--- src/fflg_cfg.svh ---
`ifndef FFLG_CFG_SVH
`define FFLG_CFG_SVH
// ---------------------------------------------------------------
// register byte offsets on the wishbone slave
// ---------------------------------------------------------------
`define FFLG_OFS_THRESH  8'h00
`define FFLG_OFS_LEVEL   8'h04
`define FFLG_OFS_FLAGS   8'h08
`define FFLG_OFS_IRQ_ST  8'h0c
`define FFLG_OFS_IRQ_MSK 8'h10
`define FFLG_OFS_CTRL    8'h14
// ---------------------------------------------------------------
// field layouts and reset values
// ---------------------------------------------------------------
`define FFLG_UPPER_LSB   8
`define FFLG_LOWER_LSB   0
`define FFLG_THR_RST     8'h00
`define FFLG_CTRL_CLR    0
`define FFLG_CTRL_DEPTH_LSB 4
`define FFLG_DEPTH_RST   3'h0
`define FFLG_LEVEL_W     16
`define FFLG_THR_W       8
`define FFLG_LOW_PAD     8'h00
`define FFLG_IRQ_W       4
`define FFLG_IRQ_FULL    0
`define FFLG_IRQ_EMPTY   1
`define FFLG_IRQ_UPPER   2
`define FFLG_IRQ_LOWER   3
`define FFLG_BASE_BITS   4'h4
`endif

--- src/fflg_pkg.sv ---
`default_nettype none
package fflg_pkg;
  // cascade depth code: 1, 2, 4, 8 or 16 blocks deep
  typedef logic [2:0] fflg_depth_t;
  typedef enum logic [1:0] {
    FFLG_BUS_IDLE,
    FFLG_BUS_ACK
  } fflg_bus_e;
endpackage
`default_nettype wire

--- src/fflg_compare.sv ---
`include "fflg_cfg.svh"
`default_nettype none
// ---------------------------------------------------------------
// threshold comparators on the fill level against the masked thresholds
// ---------------------------------------------------------------
module fflg_compare #(
  parameter int LW = 16,
  parameter int TW = 8
) (
  input  wire logic [LW-1:0]          level_i,
  input  wire logic [TW-1:0]          upper_threshold_i,
  input  wire logic [TW-1:0]          lower_threshold_i,
  input  wire fflg_pkg::fflg_depth_t  depth_i,
  output logic                        upper_mark_flag_o,
  output logic                        lower_mark_flag_o
);
  logic [TW-1:0] thr_mask;
  logic [TW-1:0] up_m;
  logic [TW-1:0] lo_m;

  // usable threshold bits: 4 plus depth code, counted from the bottom;
  // a shallow fifo never sets the top fill-level bits, so those are cut
  always_comb begin
    thr_mask = '1;
    for (int i = 0; i < TW; i++) begin
      if (i >= (int'(`FFLG_BASE_BITS) + int'(depth_i)))
        thr_mask[i] = 1'b0;
    end
    up_m = upper_threshold_i & thr_mask;
    lo_m = lower_threshold_i & thr_mask;
  end

  // compare against the threshold in the top byte, low byte zero
  assign upper_mark_flag_o = (level_i >= {up_m, `FFLG_LOW_PAD});
  assign lower_mark_flag_o = ({lo_m, `FFLG_LOW_PAD} >= level_i);
endmodule // fflg_compare
`default_nettype wire

--- src/fflg_top.sv ---
`include "fflg_cfg.svh"
`default_nettype none
module fflg_top #(
  parameter int LW = `FFLG_LEVEL_W,
  parameter int TW = `FFLG_THR_W,
  parameter int CAP = 65535
) (
  input  wire logic          clk_i,
  input  wire logic          rst_i,
  // wishbone classic slave
  input  wire logic          cyc_i,
  input  wire logic          stb_i,
  input  wire logic          we_i,
  input  wire logic [7:0]    adr_i,
  input  wire logic [3:0]    sel_i,
  input  wire logic [31:0]   dat_i,
  output logic [31:0]        dat_o,
  output logic               ack_o,
  // user fifo side
  input  wire logic          fifo_clear_in_i,
  input  wire logic          wr_req_i,
  input  wire logic          rd_req_i,
  output logic               rd_word_o,
  output logic               full_o,
  output logic               empty_o,
  output logic               near_full_status_o,
  output logic               near_empty_status_o,
  output logic [LW-1:0]      fill_level_o,
  output logic               irq_o
);
  // ---------------------------------------------------------------
  // state
  // ---------------------------------------------------------------
  logic [LW-1:0]            level_r, level_nxt;
  logic                     rdw_r, rdw_nxt;
  logic                     full_r, full_nxt;
  logic                     empty_r, empty_nxt;
  logic                     nf_r, nf_nxt;
  logic                     ne_r, ne_nxt;
  logic [TW-1:0]            upth_r, upth_nxt;
  logic [TW-1:0]            loth_r, loth_nxt;
  fflg_pkg::fflg_depth_t    depth_r, depth_nxt;
  logic                     sclr_r, sclr_nxt;
  logic [`FFLG_IRQ_W-1:0]   ist_r, ist_nxt;
  logic [`FFLG_IRQ_W-1:0]   imsk_r, imsk_nxt;
  logic                     irq_r, irq_nxt;
  logic [31:0]              dat_r, dat_nxt;
  fflg_pkg::fflg_bus_e      bus_r, bus_nxt;
  logic                     up_flag;
  logic                     lo_flag;
  logic                     clr;
  logic                     wr_acc;
  logic                     rd_acc;
  logic [LW-1:0]            level_next_val;
  logic                     bus_req;
  logic                     bus_wr;
  logic                     bus_rd;
  logic [`FFLG_IRQ_W-1:0]   ev;

  // ---------------------------------------------------------------
  // comparators on the next level so flags track the count
  // ---------------------------------------------------------------
  fflg_compare #(
    .LW (LW),
    .TW (TW)
  ) u_cmp (
    .level_i           (level_next_val),
    .upper_threshold_i (upth_r),
    .lower_threshold_i (loth_r),
    .depth_i           (depth_r),
    .upper_mark_flag_o (up_flag),
    .lower_mark_flag_o (lo_flag)
  );

  // ---------------------------------------------------------------
  // fill level and flags
  // ---------------------------------------------------------------
  // clear from the pin or from software; both are same-clock logic
  assign clr    = fifo_clear_in_i | sclr_r;
  // reads gated by empty; writes gated by full so the count never wraps
  assign rd_acc = rd_req_i & ~empty_r;
  assign wr_acc = wr_req_i & ~full_r;

  always_comb begin
    level_next_val = level_r;
    if (clr)
      level_next_val = '0;
    else if (wr_acc && !rd_acc)
      level_next_val = level_r + 1'b1;
    else if (rd_acc && !wr_acc)
      level_next_val = level_r - 1'b1;
  end

  always_comb begin
    level_nxt = level_next_val;
    rdw_nxt   = rd_acc & ~clr;
    full_nxt  = (level_next_val == LW'(CAP));
    empty_nxt = (level_next_val == '0);
    nf_nxt    = up_flag;
    ne_nxt    = lo_flag;
    if (clr) begin
      full_nxt  = 1'b0;
      nf_nxt    = 1'b0;
      empty_nxt = 1'b1;
      ne_nxt    = 1'b1;
    end
  end

  always_ff @(posedge clk_i) begin
    if (rst_i) begin
      level_r <= '0;
      rdw_r   <= 1'b0;
      full_r  <= 1'b0;
      empty_r <= 1'b1;
      nf_r    <= 1'b0;
      ne_r    <= 1'b1;
    end else begin
      level_r <= level_nxt;
      rdw_r   <= rdw_nxt;
      full_r  <= full_nxt;
      empty_r <= empty_nxt;
      nf_r    <= nf_nxt;
      ne_r    <= ne_nxt;
    end
  end

  // ---------------------------------------------------------------
  // wishbone slave and registers
  // ---------------------------------------------------------------
  // one wait state: ack in the cycle after the request is seen
  assign bus_req = cyc_i & stb_i & (bus_r == fflg_pkg::FFLG_BUS_IDLE);
  assign bus_wr  = bus_req & we_i;
  assign bus_rd  = bus_req & ~we_i;
  // edges of the flags as they will be registered: a clear that holds
  // the upper mark down must not log an upper-mark event
  assign ev      = {ne_nxt & ~ne_r, nf_nxt & ~nf_r,
                    empty_nxt & ~empty_r, full_nxt & ~full_r};

  always_comb begin
    bus_nxt  = bus_req ? fflg_pkg::FFLG_BUS_ACK : fflg_pkg::FFLG_BUS_IDLE;
    upth_nxt = upth_r;
    loth_nxt = loth_r;
    depth_nxt = depth_r;
    sclr_nxt = 1'b0;
    imsk_nxt = imsk_r;
    dat_nxt  = '0;
    ist_nxt  = ist_r;
    if (bus_wr) begin
      unique case (adr_i)
        `FFLG_OFS_THRESH: begin
          if (sel_i[0]) loth_nxt = dat_i[`FFLG_LOWER_LSB +: TW];
          if (sel_i[1]) upth_nxt = dat_i[`FFLG_UPPER_LSB +: TW];
        end
        `FFLG_OFS_IRQ_MSK: begin
          if (sel_i[0]) imsk_nxt = dat_i[`FFLG_IRQ_W-1:0];
        end
        `FFLG_OFS_CTRL: begin
          if (sel_i[0]) begin
            sclr_nxt  = dat_i[`FFLG_CTRL_CLR];
            depth_nxt = dat_i[`FFLG_CTRL_DEPTH_LSB +: 3];
          end
        end
        default: ;
      endcase
    end
    if (bus_rd) begin
      unique case (adr_i)
        `FFLG_OFS_THRESH:
          dat_nxt = 32'({upth_r, loth_r});
        `FFLG_OFS_LEVEL:
          dat_nxt = 32'(level_r);
        `FFLG_OFS_FLAGS:
          dat_nxt = 32'({ne_r, nf_r, empty_r, full_r});
        `FFLG_OFS_IRQ_ST: begin
          dat_nxt = 32'(ist_r);
          ist_nxt = '0; // read clears
        end
        `FFLG_OFS_IRQ_MSK:
          dat_nxt = 32'(imsk_r);
        `FFLG_OFS_CTRL:
          dat_nxt = 32'({depth_r, 4'h0});
        default: dat_nxt = '0; // unmapped reads zero, still acked
      endcase
    end
    // set wins over the read clear
    ist_nxt = ist_nxt | ev;
    irq_nxt = |(ist_nxt & imsk_nxt);
  end

  always_ff @(posedge clk_i) begin
    if (rst_i) begin
      bus_r   <= fflg_pkg::FFLG_BUS_IDLE;
      upth_r  <= `FFLG_THR_RST;
      loth_r  <= `FFLG_THR_RST;
      depth_r <= `FFLG_DEPTH_RST;
      sclr_r  <= 1'b0;
      imsk_r  <= '0;
      ist_r   <= '0;
      irq_r   <= 1'b0;
      dat_r   <= '0;
    end else begin
      bus_r   <= bus_nxt;
      upth_r  <= upth_nxt;
      loth_r  <= loth_nxt;
      depth_r <= depth_nxt;
      sclr_r  <= sclr_nxt;
      imsk_r  <= imsk_nxt;
      ist_r   <= ist_nxt;
      irq_r   <= irq_nxt;
      dat_r   <= dat_nxt;
    end
  end

  // outputs straight from flip-flops
  assign ack_o               = (bus_r == fflg_pkg::FFLG_BUS_ACK);
  assign dat_o               = dat_r;
  assign rd_word_o           = rdw_r;
  assign full_o              = full_r;
  assign empty_o             = empty_r;
  assign near_full_status_o  = nf_r;
  assign near_empty_status_o = ne_r;
  assign fill_level_o        = level_r;
  assign irq_o               = irq_r;
endmodule // fflg_top
`default_nettype wire

--- config.mk ---
export PLATFORM = sky130hd
export DESIGN_NAME = fflg_top
export DESIGN_NICKNAME = d
export VERILOG_FILES = /design/src/fflg_pkg.sv /design/src/fflg_compare.sv /design/src/fflg_top.sv
export VERILOG_INCLUDE_DIRS = /design/src
export SDC_FILE = /design/constraint.sdc
export NUM_CORES = 1
export LEC_CHECK = 0
export CAP_MARGIN = 25
export CORE_UTILIZATION = 35
export CTS_CLUSTER_DIAMETER = 50
export DETAILED_ROUTE_END_ITERATION = 7
export DONT_BUFFER_PORTS = 1
export PLACE_DENSITY_LB_ADDON = 0.12
export SYNTH_ARGS = -nofsm -noshare
export SYNTH_HDL_FRONTEND = slang
export SYNTH_SLANG_ARGS = --single-unit
--- constraint.sdc ---
create_clock -name clk_i -period 4.7 [get_ports clk_i]
set_input_delay 0.705 -clock clk_i [delete_from_list [all_inputs] [get_ports clk_i]]
set_output_delay 0.705 -clock clk_i [all_outputs]
set_load 0.03 [all_outputs]
==> results.md, run 1 <==
* Buffers and inverters on the worst path at 2
* Cell Area, Synth at 3810 µm²
* Placeable Area at 10500 µm²
* Post-synth EDFFs at 0
* Placer Congestion at 0.805
* Worst hold slack at 0.414 ns
* Worst R2R Path Depth at 17
* DIE AREA at 11300 µm²
* Post-CTS Hold Buffers at 0
* DRC Markers at 0
* CP startpoint: fill_level_o[0]
* Gr ovfl total at 0
* Cell family with most CP delay: compound AO/OA/AOI/OAI gates
* Area leader, netlist: dfxtp_1
* Cts bufs inserted at 9
* Slowest library cell on the worst path: dfxtp_1
* Main synth FF type: dfxtp_1
* Leak pwr at 1.69 nW
* Status: finished, final reports clean
* Synth Area per Inst at 8.55 µm²
* Die Wd at between 100 and 150 µm
* H-tree levels at 3
* CP max FO at 6
* # clock sinks at 67
* Slew margin rel. at between 50% and 60%
* Unrepaired setup endpoints after global routing: false
* Dominant cells by area after synthesis: dfxtp_1 35%, mux2i_1 8.9%, nor2_1 7.3%, ha_1 5.9%, buf_4 3.3%
* Die height at 106 µm
* Peak VDD IR at 0.000144 V
* Overall routed net length at around 11000 µm
* Ys Warns at 0
* Setup Skew at 0.0105 ns
* F_max at 245 MHz
* Register Area at about 1300 µm²
* Largest net degree at the start of global routing at 43
* Initial DRC count at between 200 and 250
* Slew Limit Fails at 0
* Post-Syn Instances at 446
* CP cell instances: inv_1 > ha_1 > nor3b_2 > nand3_1 > nor2_1 > a31oi_1 > xnor2_1 > and2_1 > inv_1 > ha_1 > o21ai_0 > a21oi_1 > nor3_1 > nor2_1 > a2111o_1 > a32o_1 > a211o_1
* Clk slew on worst S/H paths at approximately 0.080 ns
* Later-pin clock latency in the skew report at 0.35 ns
* Drt wl/cell at 18.1 µm
* Crit path kind: reg2reg
* Antenna violations before repair at 0
* Synth async-reset ratio at 0%
* Post-synthesis cell type count at 65
* # fillers at 1123
* First-pass GRT wire length at approximately 16000 µm
* Critical Path RT at 4.94 ns
* P&R area growth vs syn at 6.73%
* Clock period minus worst slack at 4.09 ns
* Crit path launch type: flop
* Row cnt at 37
* # Max-Cap Violations at 0
* Total GRT Usage at 19.2%
* Post-route ant nets at 0
* Worst-Margin Slew at 0.666 ns
* Initial Utilization at between 30% and 40%
* Nets at 508
* Ports at between 100 and 150
* RR Startpoint: fill_level_o[0]
* Final hold violation count at 0
* Vias per Instance at 5.43
* Root Driver: clkbuf_8
* Cts repair resizes at 0
* CP Data Arrival Time at 4.33 ns
* Most common cell after layout, fill and taps aside: nor2_1
* PD cells at 306 nW/µm²
* CTS tree: built
* Synthesized flop and latch total at 67
* Dpl hpwl at just under 8000 µm
* Reg2reg end: irq_o
* Setup TNS at 0 ns
* HP Class: in2reg
* DR pass1 iterations at 5
* Crit path depth at 17
* Final setup viols at 0
* Crit share post-route at between 80% and 90%
* Crit-path max cell delay at between 0.6 and 0.7 ns
* Port Buf Inserts at 0
* Setup bufs post-CTS at 0
* Reg2Reg Setup Slack at 0.61 ns
* CP Capture Type: flop
* Footprint of the multi-input gates at approximately 2200 µm²
* Sequential element share of the synthesized area at 35.2%
* Worst setup endpoint: irq_o
* Most frequent cells in the layout: 74 x nor2_1, 67 x dfxtp_1, 34 x mux2i_1, 22 x nand2_1, 18 x ha_1
* Clock Path Buffers at 2
* Vias in the first global route at 3016
* Via count at 3145
* Antenna diodes at 0
* Synth top area share at 35.2%
* Share of layout cells above drive strength 1 at 8.80%
==> report_power, final <==
part,total [W],internal [W],switching (W)
registers,0.000591,0.000574,0.0000171
logic,0.0000920,0.0000327,0.0000592
clock network,0.000563,0.000327,0.000236
==> cell type report <==
type,instances,area share (%)
flip-flops and latches,67,33.0
well taps,136,4.18
repair buffers,5,0.922
multi-input cells,337,54.7
clock buffers,12,3.81
inverters,18,1.66
clock inverters,4,1.78
==> synth_stat cells, drive strengths merged, types with 3 or more instances <==
| master | number |
|---|---|
| nor2 | 74 |
| dfxtp | 67 |
| mux2i | 34 |
| buf | 22 |
| nand2 | 22 |
| ha | 18 |
| inv | 18 |
| clkbuf | 17 |
| nand4 | 15 |
| o21ai | 13 |
| nand3 | 12 |
| a21oi | 11 |
| nor3 | 11 |
| and2 | 10 |
| nor2b | 8 |
| mux2 | 6 |
| a22oi | 5 |
| nand2b | 5 |
| nor4 | 5 |
| or3 | 5 |
| a222oi | 4 |
| a22o | 4 |
| and3 | 4 |
| and4 | 4 |
| o22ai | 4 |
| xnor2 | 4 |
| xor2 | 4 |
| a211o | 3 |
| nand3b | 3 |
| nor3b | 3 |
| o21a | 3 |
| o31ai | 3 |
==> cell families after synthesis <==
group                      Yosys count  synth area share, %
other                                1               0.0983
AOI/OAI and AO/OA                   65                 12.3
muxes                               40                 10.7
xor gates and xnor gates             8                 1.84
DFF                                 67                 35.2
adders and majority gates           18                 5.91
buffers and inverters               57                 7.94
and+or+nand+nor                    190                 26.0
==> metal layers <==
| layer | vias to the layer above | GRT usage (%) | part of all wire, % |
|---|---|---|---|
| met4 | 0 | 8.43 | 1.6 |
| met5 | - | 0 | 0 |
| met2 | 88 | 29.6 | 45 |
| li1 | 1538 | - | - |
| met3 | 10 | 4.23 | 5.2 |
| met1 | 1509 | 25.5 | 48 |
==> how the worst min path moves through the flow <==
stage          cells after the start               to     start  slack (ns)
6_report                           1  fill_level_o[3]     rst_i        0.41
5_1_grt                            1  fill_level_o[3]     rst_i        0.39
4_1_cts                            1  fill_level_o[3]     rst_i        0.39
3_5_place_dp                       2         ist_r[1]  ist_r[1]        0.47
2_1_floorplan                      2         ist_r[1]  ist_r[1]        0.45
3_3_place_gp                       2         ist_r[1]  ist_r[1]        0.46
==> state kept, by name, summed over array words and instances (netlist names) <==
name                 count
upth_r                   8
near_full_status_o       1
imsk_r                   4
fill_level_o            16
ist_r                    4
empty_o                  1
depth_r                  3
near_empty_status_o      1
loth_r                   8
dat_o                   16
sclr_r                   1
bus_r                    1
irq_o                    1
rd_word_o                1
full_o                   1
==> metrics by stage <==
stage                     instance area, µm²  total power, W  setup WS (ns)  instances  utilization, %
after floorplan                         3870        0.000696           1.16        461               -
after global placement                  3840        0.000695          0.608        563            36.7
after detailed placement                3840        0.000696          0.619        563            36.7
after CTS                               4070         0.00126          0.576        579            38.9
after global routing                    4070         0.00129          0.282        579            38.9
final                                   4070         0.00125          0.610        579            38.9
No activity file was read; power rests on OpenSTA's default activity.
==> run 2: changes to the inputs <==
MAX_ROUTING_LAYER = met4   (was not set)
==> run 2 against run 1 <==
Compared with the run above: cell count is the same; sequential share of layout area is the same; final area is the same; hold slack gained 0.0024 ns; fmax shrank 0.17%; utilization is the same.
==> results.md, run 2 (synthesis gave the netlist of run 1 again) <==
* Vias in the first global route at 3014 (was 3016)
* P_int at 0.000934 W (about the same)
* Setup bufs post-CTS at 0 (unchanged)
* HP Class: in2reg (unchanged)
* HP Start: rst_i (unchanged)
* Post-route insts no fill at 579 (unchanged)
* Root Driver: clkbuf_8 (unchanged)
* # Max-Cap Violations at 0 (unchanged)
* Placeable Area at 10500 µm² (unchanged)
* Vias per Instance at 5.40 (was 5.43)
* First-pass GRT wire length at 16300 µm (about the same)
* Critical Path RT at 4.94 ns (about the same)
* CP Data Arrival Time at 4.34 ns (was 4.33 ns)
* Gr ovfl total at 0 (unchanged)
* CP startpoint: fill_level_o[0] (unchanged)
* Port Buf Inserts at 0 (unchanged)
* Post-CTS Hold Buffers at 0 (unchanged)
* Crit path launch type: flop (unchanged)
* P&R area growth vs syn at 6.73% (unchanged)
* CP max FO at 6 (unchanged)
* # clock sinks at 67 (unchanged)
* Final instance area at 4070 µm² (unchanged)
* DIE AREA at 11300 µm² (unchanged)
* Cts bufs inserted at 9 (unchanged)
* Total GRT Usage at 19.7% (was 19.2%)
* PD cells at 306 nW/µm² (about the same)
* Combinational power share at 7.4% (about the same)
* Share of layout cells above drive strength 1 at 8.80% (unchanged)
* CTS tree: built (unchanged)
* Leak pwr at 1.69 nW (unchanged)
* CP Capture Type: flop (unchanged)
* Die height at 106 µm (unchanged)
* Setup Skew at 0.0102 ns (was 0.0105 ns)
* Worst hold slack at 0.417 ns (was 0.414 ns)
* Clock period minus worst slack at 4.10 ns (was 4.09 ns)
* Ports at 107 (unchanged)
* Nets at 508 (unchanged)
* Switching part of the total at 25.1% (about the same)
* Setup TNS at 0 ns (unchanged)
* RR Startpoint: fill_level_o[0] (unchanged)
* Sequential Power Share at 47.4% (about the same)
* Placer Congestion at 0.817 (was 0.805)
* Most common cell after layout, fill and taps aside: nor2_1 (unchanged)
* Post-route ant nets at 0 (unchanged)
* Via count at 3124 (was 3145)
* Largest net degree at the start of global routing at 43 (unchanged)
* F_max at 244 MHz (was 245 MHz)
* Most frequent cells in the layout: 74 x nor2_1, 67 x dfxtp_1, 34 x mux2i_1, 22 x nand2_1, 18 x ha_1 (unchanged)
* Initial Utilization at 36.5% (unchanged)
* Dpl hpwl at 7910 µm (unchanged)
* Drt wl/cell at 18.1 µm (about the same)
* Status: finished, final reports clean (unchanged)
* DR pass1 iterations at 5 (unchanged)
* DRC Markers at 0 (unchanged)
* Antenna violations before repair at 0 (unchanged)
* Antenna diodes at 0 (unchanged)
* Power Total at 0.00125 W (about the same)
* Die Wd at 106 µm (unchanged)
* Cts repair resizes at 0 (unchanged)
* Switching power at 0.000313 W (was 0.000312 W)
* Clk slew on worst S/H paths at 0.08 ns (about the same)
* Unrepaired setup endpoints after global routing: false (unchanged)
* Clk pwr share at 45.2% (about the same)
* Placed Area at 3840 µm² (unchanged)
* Crit path kind: reg2reg (unchanged)
* Final setup viols at 0 (unchanged)
* Slew Limit Fails at 0 (unchanged)
* Worst-Margin Slew at 0.666 ns (about the same)
* Slew margin rel. at 55.5% (about the same)
* Later-pin clock latency in the skew report at 0.36 ns (was 0.35 ns)
* Overall routed net length at 10500 µm (about the same)
* Final hold violation count at 0 (unchanged)
* Clock Path Buffers at 2 (unchanged)
* Placed cell count at 563 (unchanged)
* H-tree levels at 3 (unchanged)
* Peak VDD IR at 0.000144 V (about the same)
* Row cnt at 37 (unchanged)
* Initial DRC count at 244 (was 249)
* Crit share post-route at 87.2% (was 87.0%)
-- run 2: cell counts in the layout (fill, tap and decap cells not counted) --
No cell type changed its count.
-- run 2: worst max-delay path: stages, from the launching register on --
cell,delay (ns)
dfxtp_1,0.68
inv_1,0.15
ha_1,0.25
nor3b_2,0.17
nand3_1,0.22
nor2_1,0.08
a31oi_1,0.25
xnor2_1,0.15
and2_1,0.23
inv_1,0.10
ha_1,0.32
o21ai_0,0.14
a21oi_1,0.06
nor3_1,0.15
nor2_1,0.07
a2111o_1,0.44
a32o_1,0.28
a211o_1,0.27
-- run 2: layout make-up --
type,instances,area [µm²]
Fill cell,1123,6390
Sequential cell,67,1340
Clock buffer,12,155
Multi-Input combinational cell,337,2230
Clock inverter,4,72.6
Tap cell,136,170
Inverter,18,67.6
Timing Repair Buffer,5,37.5
-- run 2: layer usage --
layer	wire, µm	track usage (%)	up-vias	share of wire [%]
li1	-	-	1538	-
met1	5110	25.8	1498	49
met2	4710	29.5	78	45
met3	500	3.99	10	4.8
met4	163	8.43	0	1.6
met5	0	-	-	0
-- run 2: per-stage QoR --
| stage | worst slack (ns) | util [%] |
|---|---|---|
| 5_1_grt | 0.277 | 38.9 |
| 6_report | 0.603 | 38.9 |
| 3_3_place_gp | 0.608 | 36.7 |
| 3_5_place_dp | 0.619 | 36.7 |
| 2_1_floorplan | 1.16 | - |
| 4_1_cts | 0.576 | 38.9 |
-- run 2: path summary, 6_finish.rpt --
check                           depth (start not counted)               to  slack (ns)
worst max-delay path                                   17            irq_o        0.60
worst min-delay path                                    1  fill_level_o[3]        0.42
worst max register to register                         17            irq_o        0.60
worst min register to register                          2         ist_r[1]        0.48
-- run 2: power groups by stage --
stage	registers [W]	clock network, W	logic (W)
floorplan	0.000600	0	0.0000958
global route	0.000592	0.000602	0.000102
global placement	0.000604	0	0.0000912
finish	0.000591	0.000564	0.0000920
detailed placement	0.000604	0	0.0000920
CTS	0.000591	0.000577	0.0000924
